--- config.mk ---
export PLATFORM = sky130hd
export DESIGN_NAME = lbm_activity_monitor
export DESIGN_NICKNAME = d
export VERILOG_FILES = /design/src/logic/lbm_pkg.sv /design/src/logic/lbm_cycle_tick.sv /design/src/logic/lbm_leak_timer.sv /design/src/logic/lbm_activity_monitor.sv
export SDC_FILE = /design/constraint.sdc
export NUM_CORES = 1
export LEC_CHECK = 0
export BUFFER_PORTS_ARGS = -buffer_cell sky130_fd_sc_hd__buf_4
export CAP_MARGIN = 25
export CORE_ASPECT_RATIO = 2
export CORE_MARGIN = 5
export CORE_UTILIZATION = 47
export DETAILED_ROUTE_END_ITERATION = 16
export PLACE_DENSITY = 0.7
export SLEW_MARGIN = 10
export SYNTH_ARGS = -nofsm -noshare
export SYNTH_HDL_FRONTEND = slang
export SYNTH_SLANG_ARGS = --single-unit
--- constraint.sdc ---
create_clock -name clk_sys -period 5.3 [get_ports clk_sys]
set_clock_uncertainty 0.2 [all_clocks]
set_input_delay 0.265 -clock clk_sys [delete_from_list [all_inputs] [get_ports clk_sys]]
set_output_delay 0.265 -clock clk_sys [all_outputs]
set_load 0.01 [all_outputs]
--- src/logic/lbm_pkg.sv ---
//----------------------------------------------------------------
// How it works
//----------------------------------------------------------------
// How it works
// - Each 128 ms cycle with fault adds one
// - Clean run of 1/2/4/8 cycles leaks one
// - Rate code 00..11 picks 128..1024 ms leak
// - Alarm rises when count reaches upper threshold
// - Alarm clears when count falls to lower threshold
// - Count saturates at bucket size limit
package lbm_pkg;

	typedef logic [7:0] lbm_byte_t;
	typedef logic [1:0] lbm_rate_t;

	//----------------------------------------------------------------
	// Timing
	//----------------------------------------------------------------
	localparam int unsigned CLK_PERIOD_NS = 10;
	localparam int unsigned MON_CYCLE_MS  = 128;
	localparam int unsigned MON_CYCLE_CLKS = MON_CYCLE_MS * 1000000 / CLK_PERIOD_NS;
	localparam int unsigned RUN_W         = 4;

	//----------------------------------------------------------------
	// Register indices (byte address is four times the index)
	//----------------------------------------------------------------
	localparam int unsigned ADDR_W          = 12;
	localparam logic [9:0]  IDX_LEAK_RATE   = 10'h057;
	localparam logic [9:0]  IDX_RAISE_LEVEL = 10'h058;
	localparam logic [9:0]  IDX_CLEAR_LEVEL = 10'h059;
	localparam logic [9:0]  IDX_BUCKET_SIZE = 10'h05a;
	localparam logic [9:0]  IDX_STATUS      = 10'h060;

	//----------------------------------------------------------------
	// Field layout and reset values
	//----------------------------------------------------------------
	localparam int unsigned RATE_LSB      = 0;
	localparam int unsigned RATE_MSB      = 1;
	localparam int unsigned STAT_ALARM    = 8;
	localparam lbm_rate_t   RST_LEAK_RATE = 2'h2;
	localparam lbm_byte_t   RST_RAISE     = 8'h06;
	localparam lbm_byte_t   RST_CLEAR     = 8'h04;
	localparam lbm_byte_t   RST_SIZE      = 8'h08;

	// Clean cycles that make up one leak for a rate code
	function automatic logic [RUN_W-1:0] leakRuns(input lbm_rate_t rate);
		leakRuns = 4'h1 << rate;
	endfunction : leakRuns

	function automatic logic [ADDR_W-1:0] regAddr(input logic [9:0] idx);
		regAddr = {idx, 2'h0};
	endfunction : regAddr

endpackage : lbm_pkg

--- src/logic/lbm_cycle_tick.sv ---
`timescale 1ns/100ps
module lbm_cycle_tick #(
	parameter int unsigned DIV = lbm_pkg::MON_CYCLE_CLKS
) (
	// Clock and reset
	input  wire logic clk_sys,
	input  wire logic rstn,
	// One-cycle pulse at the end of each monitoring cycle
	output logic      tick
);

	localparam int unsigned CW = (DIV > 1) ? $clog2(DIV) : 1;
	localparam logic [CW-1:0] LAST = CW'(DIV - 1);

	logic [CW-1:0] divCount;

	always_ff @(posedge clk_sys or negedge rstn) begin
		if (!rstn) begin
			divCount <= '0;
			tick     <= 1'b0;
		end else if (divCount == LAST) begin
			divCount <= '0;
			tick     <= 1'b1;
		end else begin
			divCount <= divCount + 1'b1;
			tick     <= 1'b0;
		end
	end

endmodule : lbm_cycle_tick

--- src/logic/lbm_leak_timer.sv ---
`timescale 1ns/100ps
module lbm_leak_timer (
	// Clock and reset
	input  wire logic             clk_sys,
	input  wire logic             rstn,
	// Monitoring cycle outcome
	input  wire logic             tick,
	input  wire logic             cycleFault,
	input  wire lbm_pkg::lbm_rate_t rate,
	// Leak request, valid with tick
	output logic                  leak
);

	logic [lbm_pkg::RUN_W-1:0] cleanRun;
	logic                      runDone;

	// A run completes on the clean cycle that brings it to the selected length
	assign runDone = (cleanRun + 1'b1) >= lbm_pkg::leakRuns(rate);
	assign leak    = tick && !cycleFault && runDone;

	always_ff @(posedge clk_sys or negedge rstn) begin
		if (!rstn) begin
			cleanRun <= '0;
		end else if (tick) begin
			// A faulty cycle breaks the run
			if (cycleFault || runDone) begin
				cleanRun <= '0;
			end else begin
				cleanRun <= cleanRun + 1'b1;
			end
		end
	end

endmodule : lbm_leak_timer

--- src/logic/lbm_activity_monitor.sv ---
// Implementation choice: the APB interface to the registers.
`timescale 1ns/100ps
module lbm_activity_monitor #(
	parameter int unsigned MON_CYCLE_CLKS = lbm_pkg::MON_CYCLE_CLKS
) (
	// Clock and reset
	input  wire logic                        clk_sys,
	input  wire logic                        rstn,
	// APB slave
	input  wire logic                        psel,
	input  wire logic                        penable,
	input  wire logic                        pwrite,
	input  wire logic [lbm_pkg::ADDR_W-1:0]  paddr,
	input  wire logic [31:0]                 pwdata,
	output logic      [31:0]                 prdata,
	output logic                             pready,
	output logic                             pslverr,
	// Monitored reference: high while failed or erratic
	input  wire logic                        refFault,
	// Status
	output logic                             inactivityAlarm,
	output lbm_pkg::lbm_byte_t               bucketCount
);

	//----------------------------------------------------------------
	// Configuration registers
	//----------------------------------------------------------------
	lbm_pkg::lbm_rate_t leakRate;
	lbm_pkg::lbm_byte_t raiseLevel;
	lbm_pkg::lbm_byte_t clearLevel;
	lbm_pkg::lbm_byte_t bucketSize;

	logic setupPhase;
	logic hitLeak;
	logic hitRaise;
	logic hitClear;
	logic hitSize;
	logic hitStatus;
	logic mapped;
	logic [31:0] next_prdata;

	assign setupPhase = psel && !penable;
	assign hitLeak    = paddr == lbm_pkg::regAddr(lbm_pkg::IDX_LEAK_RATE);
	assign hitRaise   = paddr == lbm_pkg::regAddr(lbm_pkg::IDX_RAISE_LEVEL);
	assign hitClear   = paddr == lbm_pkg::regAddr(lbm_pkg::IDX_CLEAR_LEVEL);
	assign hitSize    = paddr == lbm_pkg::regAddr(lbm_pkg::IDX_BUCKET_SIZE);
	assign hitStatus  = paddr == lbm_pkg::regAddr(lbm_pkg::IDX_STATUS);
	assign mapped     = hitLeak || hitRaise || hitClear || hitSize || hitStatus;

	always_comb begin
		next_prdata = '0;
		if (hitLeak) begin
			// Upper thirty bits of the rate register read as zero
			next_prdata[lbm_pkg::RATE_MSB:lbm_pkg::RATE_LSB] = leakRate;
		end else if (hitRaise) begin
			next_prdata[7:0] = raiseLevel;
		end else if (hitClear) begin
			next_prdata[7:0] = clearLevel;
		end else if (hitSize) begin
			next_prdata[7:0] = bucketSize;
		end else if (hitStatus) begin
			next_prdata[7:0]                 = bucketCount;
			next_prdata[lbm_pkg::STAT_ALARM] = inactivityAlarm;
		end
	end

	// Every transfer finishes in the first access cycle
	always_ff @(posedge clk_sys or negedge rstn) begin
		if (!rstn) begin
			pready  <= 1'b0;
			pslverr <= 1'b0;
			prdata  <= '0;
		end else begin
			pready  <= setupPhase;
			pslverr <= setupPhase && !mapped;
			prdata  <= (setupPhase && !pwrite) ? next_prdata : '0;
		end
	end

	// Writes land at the edge that ends the access phase
	always_ff @(posedge clk_sys or negedge rstn) begin
		if (!rstn) begin
			leakRate   <= lbm_pkg::RST_LEAK_RATE;
			raiseLevel <= lbm_pkg::RST_RAISE;
			clearLevel <= lbm_pkg::RST_CLEAR;
			bucketSize <= lbm_pkg::RST_SIZE;
		end else if (psel && penable && pready && pwrite) begin
			if (hitLeak) begin
				leakRate <= pwdata[lbm_pkg::RATE_MSB:lbm_pkg::RATE_LSB];
			end
			if (hitRaise) begin
				raiseLevel <= pwdata[7:0];
			end
			if (hitClear) begin
				clearLevel <= pwdata[7:0];
			end
			if (hitSize) begin
				bucketSize <= pwdata[7:0];
			end
		end
	end

	//----------------------------------------------------------------
	// Monitoring cycle
	//----------------------------------------------------------------
	logic tick;
	logic leak;
	logic faultSeen;
	logic cycleFault;

	lbm_cycle_tick #(
		.DIV (MON_CYCLE_CLKS)
	) u_tick (
		.clk_sys (clk_sys),
		.rstn    (rstn),
		.tick    (tick)
	);

	// A fault in the closing cycle still counts for this cycle
	assign cycleFault = faultSeen || refFault;

	always_ff @(posedge clk_sys or negedge rstn) begin
		if (!rstn) begin
			faultSeen <= 1'b0;
		end else if (tick) begin
			faultSeen <= 1'b0;
		end else if (refFault) begin
			faultSeen <= 1'b1;
		end
	end

	lbm_leak_timer u_leak (
		.clk_sys    (clk_sys),
		.rstn       (rstn),
		.tick       (tick),
		.cycleFault (cycleFault),
		.rate       (leakRate),
		.leak       (leak)
	);

	//----------------------------------------------------------------
	// Accumulator and alarm
	//----------------------------------------------------------------
	lbm_pkg::lbm_byte_t next_count;
	logic               next_alarm;

	always_comb begin
		next_count = bucketCount;
		if (tick && cycleFault) begin
			// Held at the size limit; a lowered limit never pulls it down
			if (bucketCount < bucketSize) begin
				next_count = bucketCount + 8'h01;
			end
		end else if (leak && bucketCount != 8'h00) begin
			next_count = bucketCount - 8'h01;
		end
	end

	always_comb begin
		next_alarm = inactivityAlarm;
		// Raise wins when both levels are met, e.g. with overlapping settings
		if (next_count >= raiseLevel) begin
			next_alarm = 1'b1;
		end else if (next_count <= clearLevel) begin
			next_alarm = 1'b0;
		end
	end

	always_ff @(posedge clk_sys or negedge rstn) begin
		if (!rstn) begin
			bucketCount <= '0;
		end else if (tick) begin
			bucketCount <= next_count;
		end
	end

	always_ff @(posedge clk_sys or negedge rstn) begin
		if (!rstn) begin
			inactivityAlarm <= 1'b0;
		end else if (tick) begin
			inactivityAlarm <= next_alarm;
		end
	end

	//----------------------------------------------------------------
	// Checks
	//----------------------------------------------------------------
	logic [lbm_pkg::RUN_W-1:0] helpRun;

	// Clean cycles since the last leak or fault, kept apart from the timer
	always_ff @(posedge clk_sys or negedge rstn) begin
		if (!rstn) begin
			helpRun <= '0;
		end else if (tick) begin
			helpRun <= (cycleFault || leak) ? '0 : helpRun + 1'b1;
		end
	end
endmodule : lbm_activity_monitor

==> flow_metrics.env, run 1 <==
export IMPL_status="finished clean"
export IMPL_drt_initial_drc_count=147
export IMPL_routedWlPerCell_um=15.5
export IMPL_synthArstFlopShare_pct=100
export IMPL_critPathCapture="inactivityAlarm$_DFFE_PN0P_"
export IMPL_grt_pass1_vias=3600
export IMPL_drc=0
export IMPL_drive_gt1_share_pct=16.9
export IMPL_clk_path_buf_depth=2
export IMPL_r2r_start="leakRate[1]$_DFFE_PN1P_"
export IMPL_multiInputGateArea_um2=2380
export IMPL_synth_top_family_by_area="simple AND/OR/NAND/NOR gates"
export IMPL_min_path_type="in -> reg"
export IMPL_fill_cells=841
export IMPL_final_max_slew_viol_count=0
export IMPL_dr_pass1_iters=5
export IMPL_grt_max_degree=77
export IMPL_ys_seq_elements=76
export IMPL_leakage_uw=0.00263
export IMPL_drv_cap=0
export IMPL_vias_per_cell=5.25
export IMPL_ctsHtreeMaxLevel=3
export IMPL_cts_buffers=9
export IMPL_hp_start="pwrite"
export IMPL_place_ws_ns=1.41
export IMPL_vias=3521
export IMPL_synth_xor_area_share_pct=6.33
export IMPL_die_w_um=79.7
export IMPL_powerDensity_nw_per_um2=228
export IMPL_register_area_um2=1910
export IMPL_cpPeakStageDelay_ns=0.57
export IMPL_synth_avg_cell_area_um2=9.55
export IMPL_path_buf_inv=0
export IMPL_cp_slowest_cell="dfstp_2"
export IMPL_placed_area_um2=4920
export IMPL_clk_pin_slew_ns=0.06
export IMPL_final_common_cell="dfrtp_1"
export IMPL_tritoncts="done"
export IMPL_worst_slack_ns=1.42
export IMPL_synthSimpleGateAreaFrac_pct=20.5
export IMPL_core_area_um2=9640
export IMPL_rsz0062_at_grt="no"
export IMPL_start_util_pct=47.4
export IMPL_hpwl_um=8020
export IMPL_endpoint_kind="flop"
export IMPL_finalNetCount=616
export IMPL_grt_overflow=0
export IMPL_grt_usage_pct=18.5
export IMPL_setup_tns_ns=0
export IMPL_synthDistinctLibCells=60
export IMPL_crit_chain="nor2_1 > ha_1 > nand2b_1 > a2111oi_1 > and4bb_2 > a21oi_1 > a21oi_1 > xor2_1 > ha_1 > a21o_1 > a21o_1 > a21oi_1 > o21ai_0 > a21o_1"
export IMPL_synthTopCellsByArea="dfrtp_1 (39%), ha_1 (8.8%), nand2_1 (3.9%), xnor2_1 (3.8%), buf_4 (3.8%)"
export IMPL_tightest_slew_ns=0.979
export IMPL_yosysWarnings=0
export IMPL_yosysTopAreaCell="dfrtp_1"
export IMPL_synth_compound_area_share_pct=13.1
export IMPL_fmax_mhz=258
export IMPL_dieArea_um2=11900
export IMPL_grt_pass1_wl_um=17000
export IMPL_vdd_ir_drop_max_uv=313
export IMPL_min_period_ns=3.88
export IMPL_rows=51
export IMPL_arrival_ns=3.92
export IMPL_path_depth=14
export IMPL_cp_start_kind="flop"
export IMPL_synth_edf_count=0
export IMPL_ys_flop_type="dfrtp_1"
export IMPL_path_delay_family="compound AO/OA/AOI/OAI gates"
export IMPL_synthCells=478
export IMPL_io_buffers=45
export IMPL_drt_antenna_violating_nets=0
export IMPL_wirelength_um=10400
export IMPL_startpoint="leakRate[1]$_DFFE_PN1P_"
export IMPL_final_cell_mix="dfrtp_1 (71), nand2_1 (47), buf_4 (45), nor2_1 (35)"
export IMPL_reg2regPathDepth=14
export IMPL_synthMuxAreaShare_pct=1.67
export IMPL_timing_rr_end="inactivityAlarm$_DFFE_PN0P_"
export IMPL_hold_path_depth=3
export IMPL_clock_latency_ns=0.35
export IMPL_cts_root_buf="clkbuf_16"
export IMPL_n_antenna_cell=0
export IMPL_antenna_found_initial=0
export IMPL_die_y_um=149
export IMPL_synth_area_um2=4570
export IMPL_synthAdderAreaFrac_pct=8.77
export IMPL_crit_path_max_fanout=7
export IMPL_syn2layout_area_growth_pct=16.9
export IMPL_yosysTopAreaCellShare_pct=38.9
export IMPL_path_class="reg -> reg"
export IMPL_design_area_um2=5340
export IMPL_crit_required_ns=5.34
export IMPL_finalCritPeriodShare_pct=73.1
export IMPL_ys_seq_area_share_pct=41.8
export IMPL_max_slew_margin_pct=34.1
export IMPL_report_final_setup_viol=0
export IMPL_ios=93
export IMPL_cts_sinks=76
export IMPL_ff2ff_setup_slack_ns=1.42
export IMPL_gp_congestion=0.863
export IMPL_hold_viol=0
synthesized netlist by cell type (3+ instances only):
library cell  number
nor3_1             3
buf_2              6
buf_4             23
inv_1             34
nand4_1            9
nor4_4             3
a21o_1             6
xnor2_1           20
and4_1             4
ha_1              32
mux2_1             3
o22ai_1            3
dfrtp_1           71
xor2_1            13
and3_1             9
dfstp_2            5
clkbuf_1           4
nand3b_1           3
o21ai_0           34
nor2b_1            4
o21ai_1            6
nor2_1            35
nand2b_1           8
nand2_1           47
a211o_1            3
nand3_1           17
a21oi_1           30
cell type report:
| cell class | count | share of cell area (%) |
|---|---|---|
| clock buffers | 9 | 4.22 |
| inverters | 34 | 2.39 |
| well taps | 132 | 3.10 |
| repair buffers | 57 | 8.91 |
| clock inverters | 7 | 0.938 |
| multi-input cells | 356 | 44.7 |
| flip-flops and latches | 76 | 35.8 |
logic make-up (layout without fill, tap and decap cells):
group,Yosys count,after routing
AOI/OAI and AO/OA,99,99
and+or+nand+nor,162,162
other,1,23
xor gates and xnor gates,33,33
muxes,7,7
DFF,76,76
adders and majority gates,32,32
buffers and inverters,68,107
flip-flops by register name (all words and copies together), names as in the netlist, 2 cells and up:
name,cells
leakRate,2
clearLevel,8
bucketCount,8
bucketSize,8
raiseLevel,8
u_leak.cleanRun,4
u_tick.divCount,24
prdata,9
timing repair:
item | 4_1_cts | 5_1_grt
endpoints found under the hold margin | 97 | 0
gates resized for setup | 0 | 0
buffers inserted | 0 | 0
hold buffers | 11 | 0
through the flow:
| stage | hold WS [ns] | instances | util [%] | power, uW |
|---|---|---|---|---|
| after floorplan | -0.231 | 500 | - | 623 |
| after global placement | 0.243 | 643 | 51.1 | 644 |
| after detailed placement | 0.254 | 643 | 51.1 | 645 |
| after CTS | 0.0212 | 670 | 55.1 | 1230 |
| after global routing | 0.0345 | 671 | 55.4 | 1250 |
| final | 0.0211 | 671 | 55.4 | 1220 |
worst min-delay path by stage:
stage,to,slack [ns]
final,prdata[0]$_DFF_PN0_,0.02
after global placement,u_tick.divCount[0]$_DFF_PN0_,0.24
after floorplan,bucketCount[0]$_DFFE_PN0P_,-0.23
after detailed placement,u_tick.divCount[0]$_DFF_PN0_,0.25
after CTS,prdata[0]$_DFF_PN0_,0.02
after global routing,prdata[0]$_DFF_PN0_,0.03
worst register-to-register path, cell delays in order (launching register included):
cell and delay, ns:
dfstp_2 0.57, nor2_1 0.06, ha_1 0.26, nand2b_1 0.14, a2111oi_1 0.50, and4bb_2 0.35, a21oi_1 0.27, a21oi_1 0.13
xor2_1 0.22, ha_1 0.29, a21o_1 0.16, a21o_1 0.17, a21oi_1 0.16, o21ai_0 0.10, a21o_1 0.18
per-layer routing:
metal	up-vias	part of all wire, %	GRT usage [%]
met1	1671	34	18.3
met3	32	4.3	4.11
met4	0	4.0	9.90
met2	97	57	34.6
li1	1721	-	-
met5	-	0	0
power breakdown:
| part | switching [uW] | leakage [uW] | internal (uW) | total [uW] |
|---|---|---|---|---|
| registers | 0.412 | 0.000913 | 581 | 582 |
| clock network | 255 | 0.000128 | 318 | 573 |
| logic | 37.1 | 0.00158 | 24.2 | 61.4 |
Note: power is estimated with default switching activity, not from simulation.
==> run 2, diff against run 1 <==
==> constraint.sdc (replaced) <==
create_clock -name clk_sys -period 4 [get_ports clk_sys]
set_clock_uncertainty 0.2 [all_clocks]
set_input_delay 0.2 -clock clk_sys [delete_from_list [all_inputs] [get_ports clk_sys]]
set_output_delay 0.2 -clock clk_sys [all_outputs]
set_load 0.01 [all_outputs]
==> flow_metrics.env, run 2 (synthesized netlist as in run 1, its figures left out) <==
export IMPL_path_buf_inv=0
export IMPL_gp_congestion=0.848
export IMPL_grt_pass1_wl_um=17600
export IMPL_drt_antenna_violating_nets=0
export IMPL_cp_start_kind="flop"
export IMPL_report_final_setup_viol=0
export IMPL_n_antenna_cell=0
export IMPL_final_common_cell="dfrtp_1"
export IMPL_clock_latency_ns=0.34
export IMPL_syn2layout_area_growth_pct=19.2
export IMPL_rows=51
export IMPL_rsz0062_at_grt="no"
export IMPL_fill_cells=839
export IMPL_min_path_type="in -> reg"
export IMPL_dr_pass1_iters=4
export IMPL_tritoncts="done"
export IMPL_drv_cap=0
export IMPL_final_cell_mix="dfrtp_1 (71), buf_4 (51), nand2_1 (47), nor2_1 (35)"
export IMPL_clk_path_buf_depth=2
export IMPL_ios=93
export IMPL_largest_register="u_tick.divCount"
export IMPL_crit_path_max_fanout=7
export IMPL_final_max_slew_viol_count=0
export IMPL_reg_largest_list="u_tick.divCount x24, prdata x9"
export IMPL_multiInputGateArea_um2=2390
export IMPL_largest_reg_flops=24
export IMPL_grt_pass1_vias=3750
export IMPL_vias=3550
export IMPL_cp_slowest_cell="dfstp_2"
export IMPL_antenna_found_initial=0
export IMPL_dieArea_um2=11900
export IMPL_grt_overflow=0
export IMPL_cts_setup_buffers=0
export IMPL_clk_pin_slew_ns=0.06
export IMPL_die_w_um=79.7
export IMPL_cts_sinks=76
export IMPL_vdd_ir_drop_max_uv=315
export IMPL_path_delay_family="compound AO/OA/AOI/OAI gates"
export IMPL_die_y_um=149
export IMPL_path_class="reg -> reg"
export IMPL_cts_root_buf="clkbuf_16"
export IMPL_min_period_ns=3.68
export IMPL_crit_chain="nor2_1 > ha_1 > nand2b_1 > a2111oi_2 > and4bb_2 > and2_4 > a21oi_2 > xnor2_1 > ha_1 > a21o_1 > a21oi_1 > o211ai_1 > o21ai_0 > o31ai_1 > a21o_1"
export IMPL_drt_initial_drc_count=192
export IMPL_design_area_um2=5440
export IMPL_wirelength_um=10600
export IMPL_cts_buffers=9
export IMPL_finalNetCount=625
export IMPL_hold_viol=0
export IMPL_hpwl_um=8190
export IMPL_leakage_uw=0.00269
export IMPL_placed_area_um2=4970
export IMPL_core_area_um2=9640
export IMPL_grt_usage_pct=19.2
export IMPL_powerDensity_nw_per_um2=308
export IMPL_start_util_pct=47.4
export IMPL_register_area_um2=1910
export IMPL_grt_max_degree=77
export IMPL_drive_gt1_share_pct=18.2
export IMPL_routedWlPerCell_um=15.5
export IMPL_cpPeakStageDelay_ns=0.57
export IMPL_arrival_ns=3.71
export IMPL_drc=0
export IMPL_io_buffers=45
export IMPL_setup_tns_ns=0
export IMPL_vias_per_cell=5.22
export IMPL_max_slew_margin_pct=41.6
export IMPL_status="finished clean"
export IMPL_ctsHtreeMaxLevel=3
export IMPL_fmax_mhz=272
export IMPL_endpoint_kind="flop"
export IMPL_finalCritPeriodShare_pct=92.0
export IMPL_crit_required_ns=4.03
export IMPL_tightest_slew_ns=0.869
[run 2: worst reg2reg max path, cell delays in order (launching register included)]
cell,delay [ns]
dfstp_2,0.57
nor2_1,0.06
ha_1,0.26
nand2b_1,0.15
a2111oi_2,0.40
and4bb_2,0.34
and2_4,0.19
a21oi_2,0.18
xnor2_1,0.17
ha_1,0.28
a21o_1,0.18
a21oi_1,0.15
o211ai_1,0.10
o21ai_0,0.10
o31ai_1,0.09
a21o_1,0.15
[run 2: final cells by class]
| cell class | instances | share of cell area, % |
|---|---|---|
| Inverter | 34 | 2.35 |
| Timing Repair Buffer | 66 | 10.0 |
| Multi-Input combinational cell | 356 | 44.0 |
| Clock inverter | 7 | 1.40 |
| Clock buffer | 9 | 4.14 |
| Tap cell | 132 | 3.04 |
| Sequential cell | 76 | 35.1 |
[run 2: power by group]
group          leakage [uW]  switching, uW  internal (uW)  total (uW)
clock              0.000142            335            486         821
sequential         0.000913          0.498            770         771
combinational       0.00163           49.9           33.6        83.5
total               0.00269            385           1290        1670
[run 2: routing by layer]
metal	GRT usage [%]	part of all wire [%]
met1	19.1	35
met2	35.6	57
met3	4.11	3.7
met4	10.6	4.2
met5	0	0
[run 2: final timing paths]
| path | from | end | slack, ns | depth (start not counted) |
|---|---|---|---|---|
| setup / recovery | leakRate[1]$_DFFE_PN1P_ | inactivityAlarm$_DFFE_PN0P_ | 0.32 | 15 |
| hold / removal | penable | prdata[0]$_DFF_PN0_ | 0.08 | 4 |
| setup reg to reg | leakRate[1]$_DFFE_PN1P_ | inactivityAlarm$_DFFE_PN0P_ | 0.32 | 15 |
| hold reg to reg | u_tick.divCount[0]$_DFF_PN0_ | u_tick.divCount[0]$_DFF_PN0_ | 0.26 | 1 |
| max in group asynchronous | rstn | leakRate[1]$_DFFE_PN1P_ | 2.85 | 3 |
| min in group asynchronous | rstn | bucketSize[6]$_DFFE_PN0P_ | 0.10 | 2 |
[run 2: timing repair]
action | in CTS | in global routing
setup endpoints to repair | 0 | 1
hold buffers | 13 | 0
gates resized for setup | 0 | 2
hold endpoints to repair | 100 | 0
[run 2: through the flow]
| step | power (uW) | instances | util [%] | worst slack, ns | hold WS, ns |
|---|---|---|---|---|---|
| floorplan | 826 | 500 | - | 0.540 | -0.296 |
| global placement | 853 | 649 | 51.6 | 0.234 | 0.208 |
| detailed placement | 854 | 649 | 51.6 | 0.222 | 0.213 |
| CTS | 1690 | 678 | 56.0 | 0.210 | 0.0573 |
| global route | 1730 | 680 | 56.5 | 0.0166 | 0.0942 |
| finish | 1670 | 680 | 56.5 | 0.320 | 0.0813 |
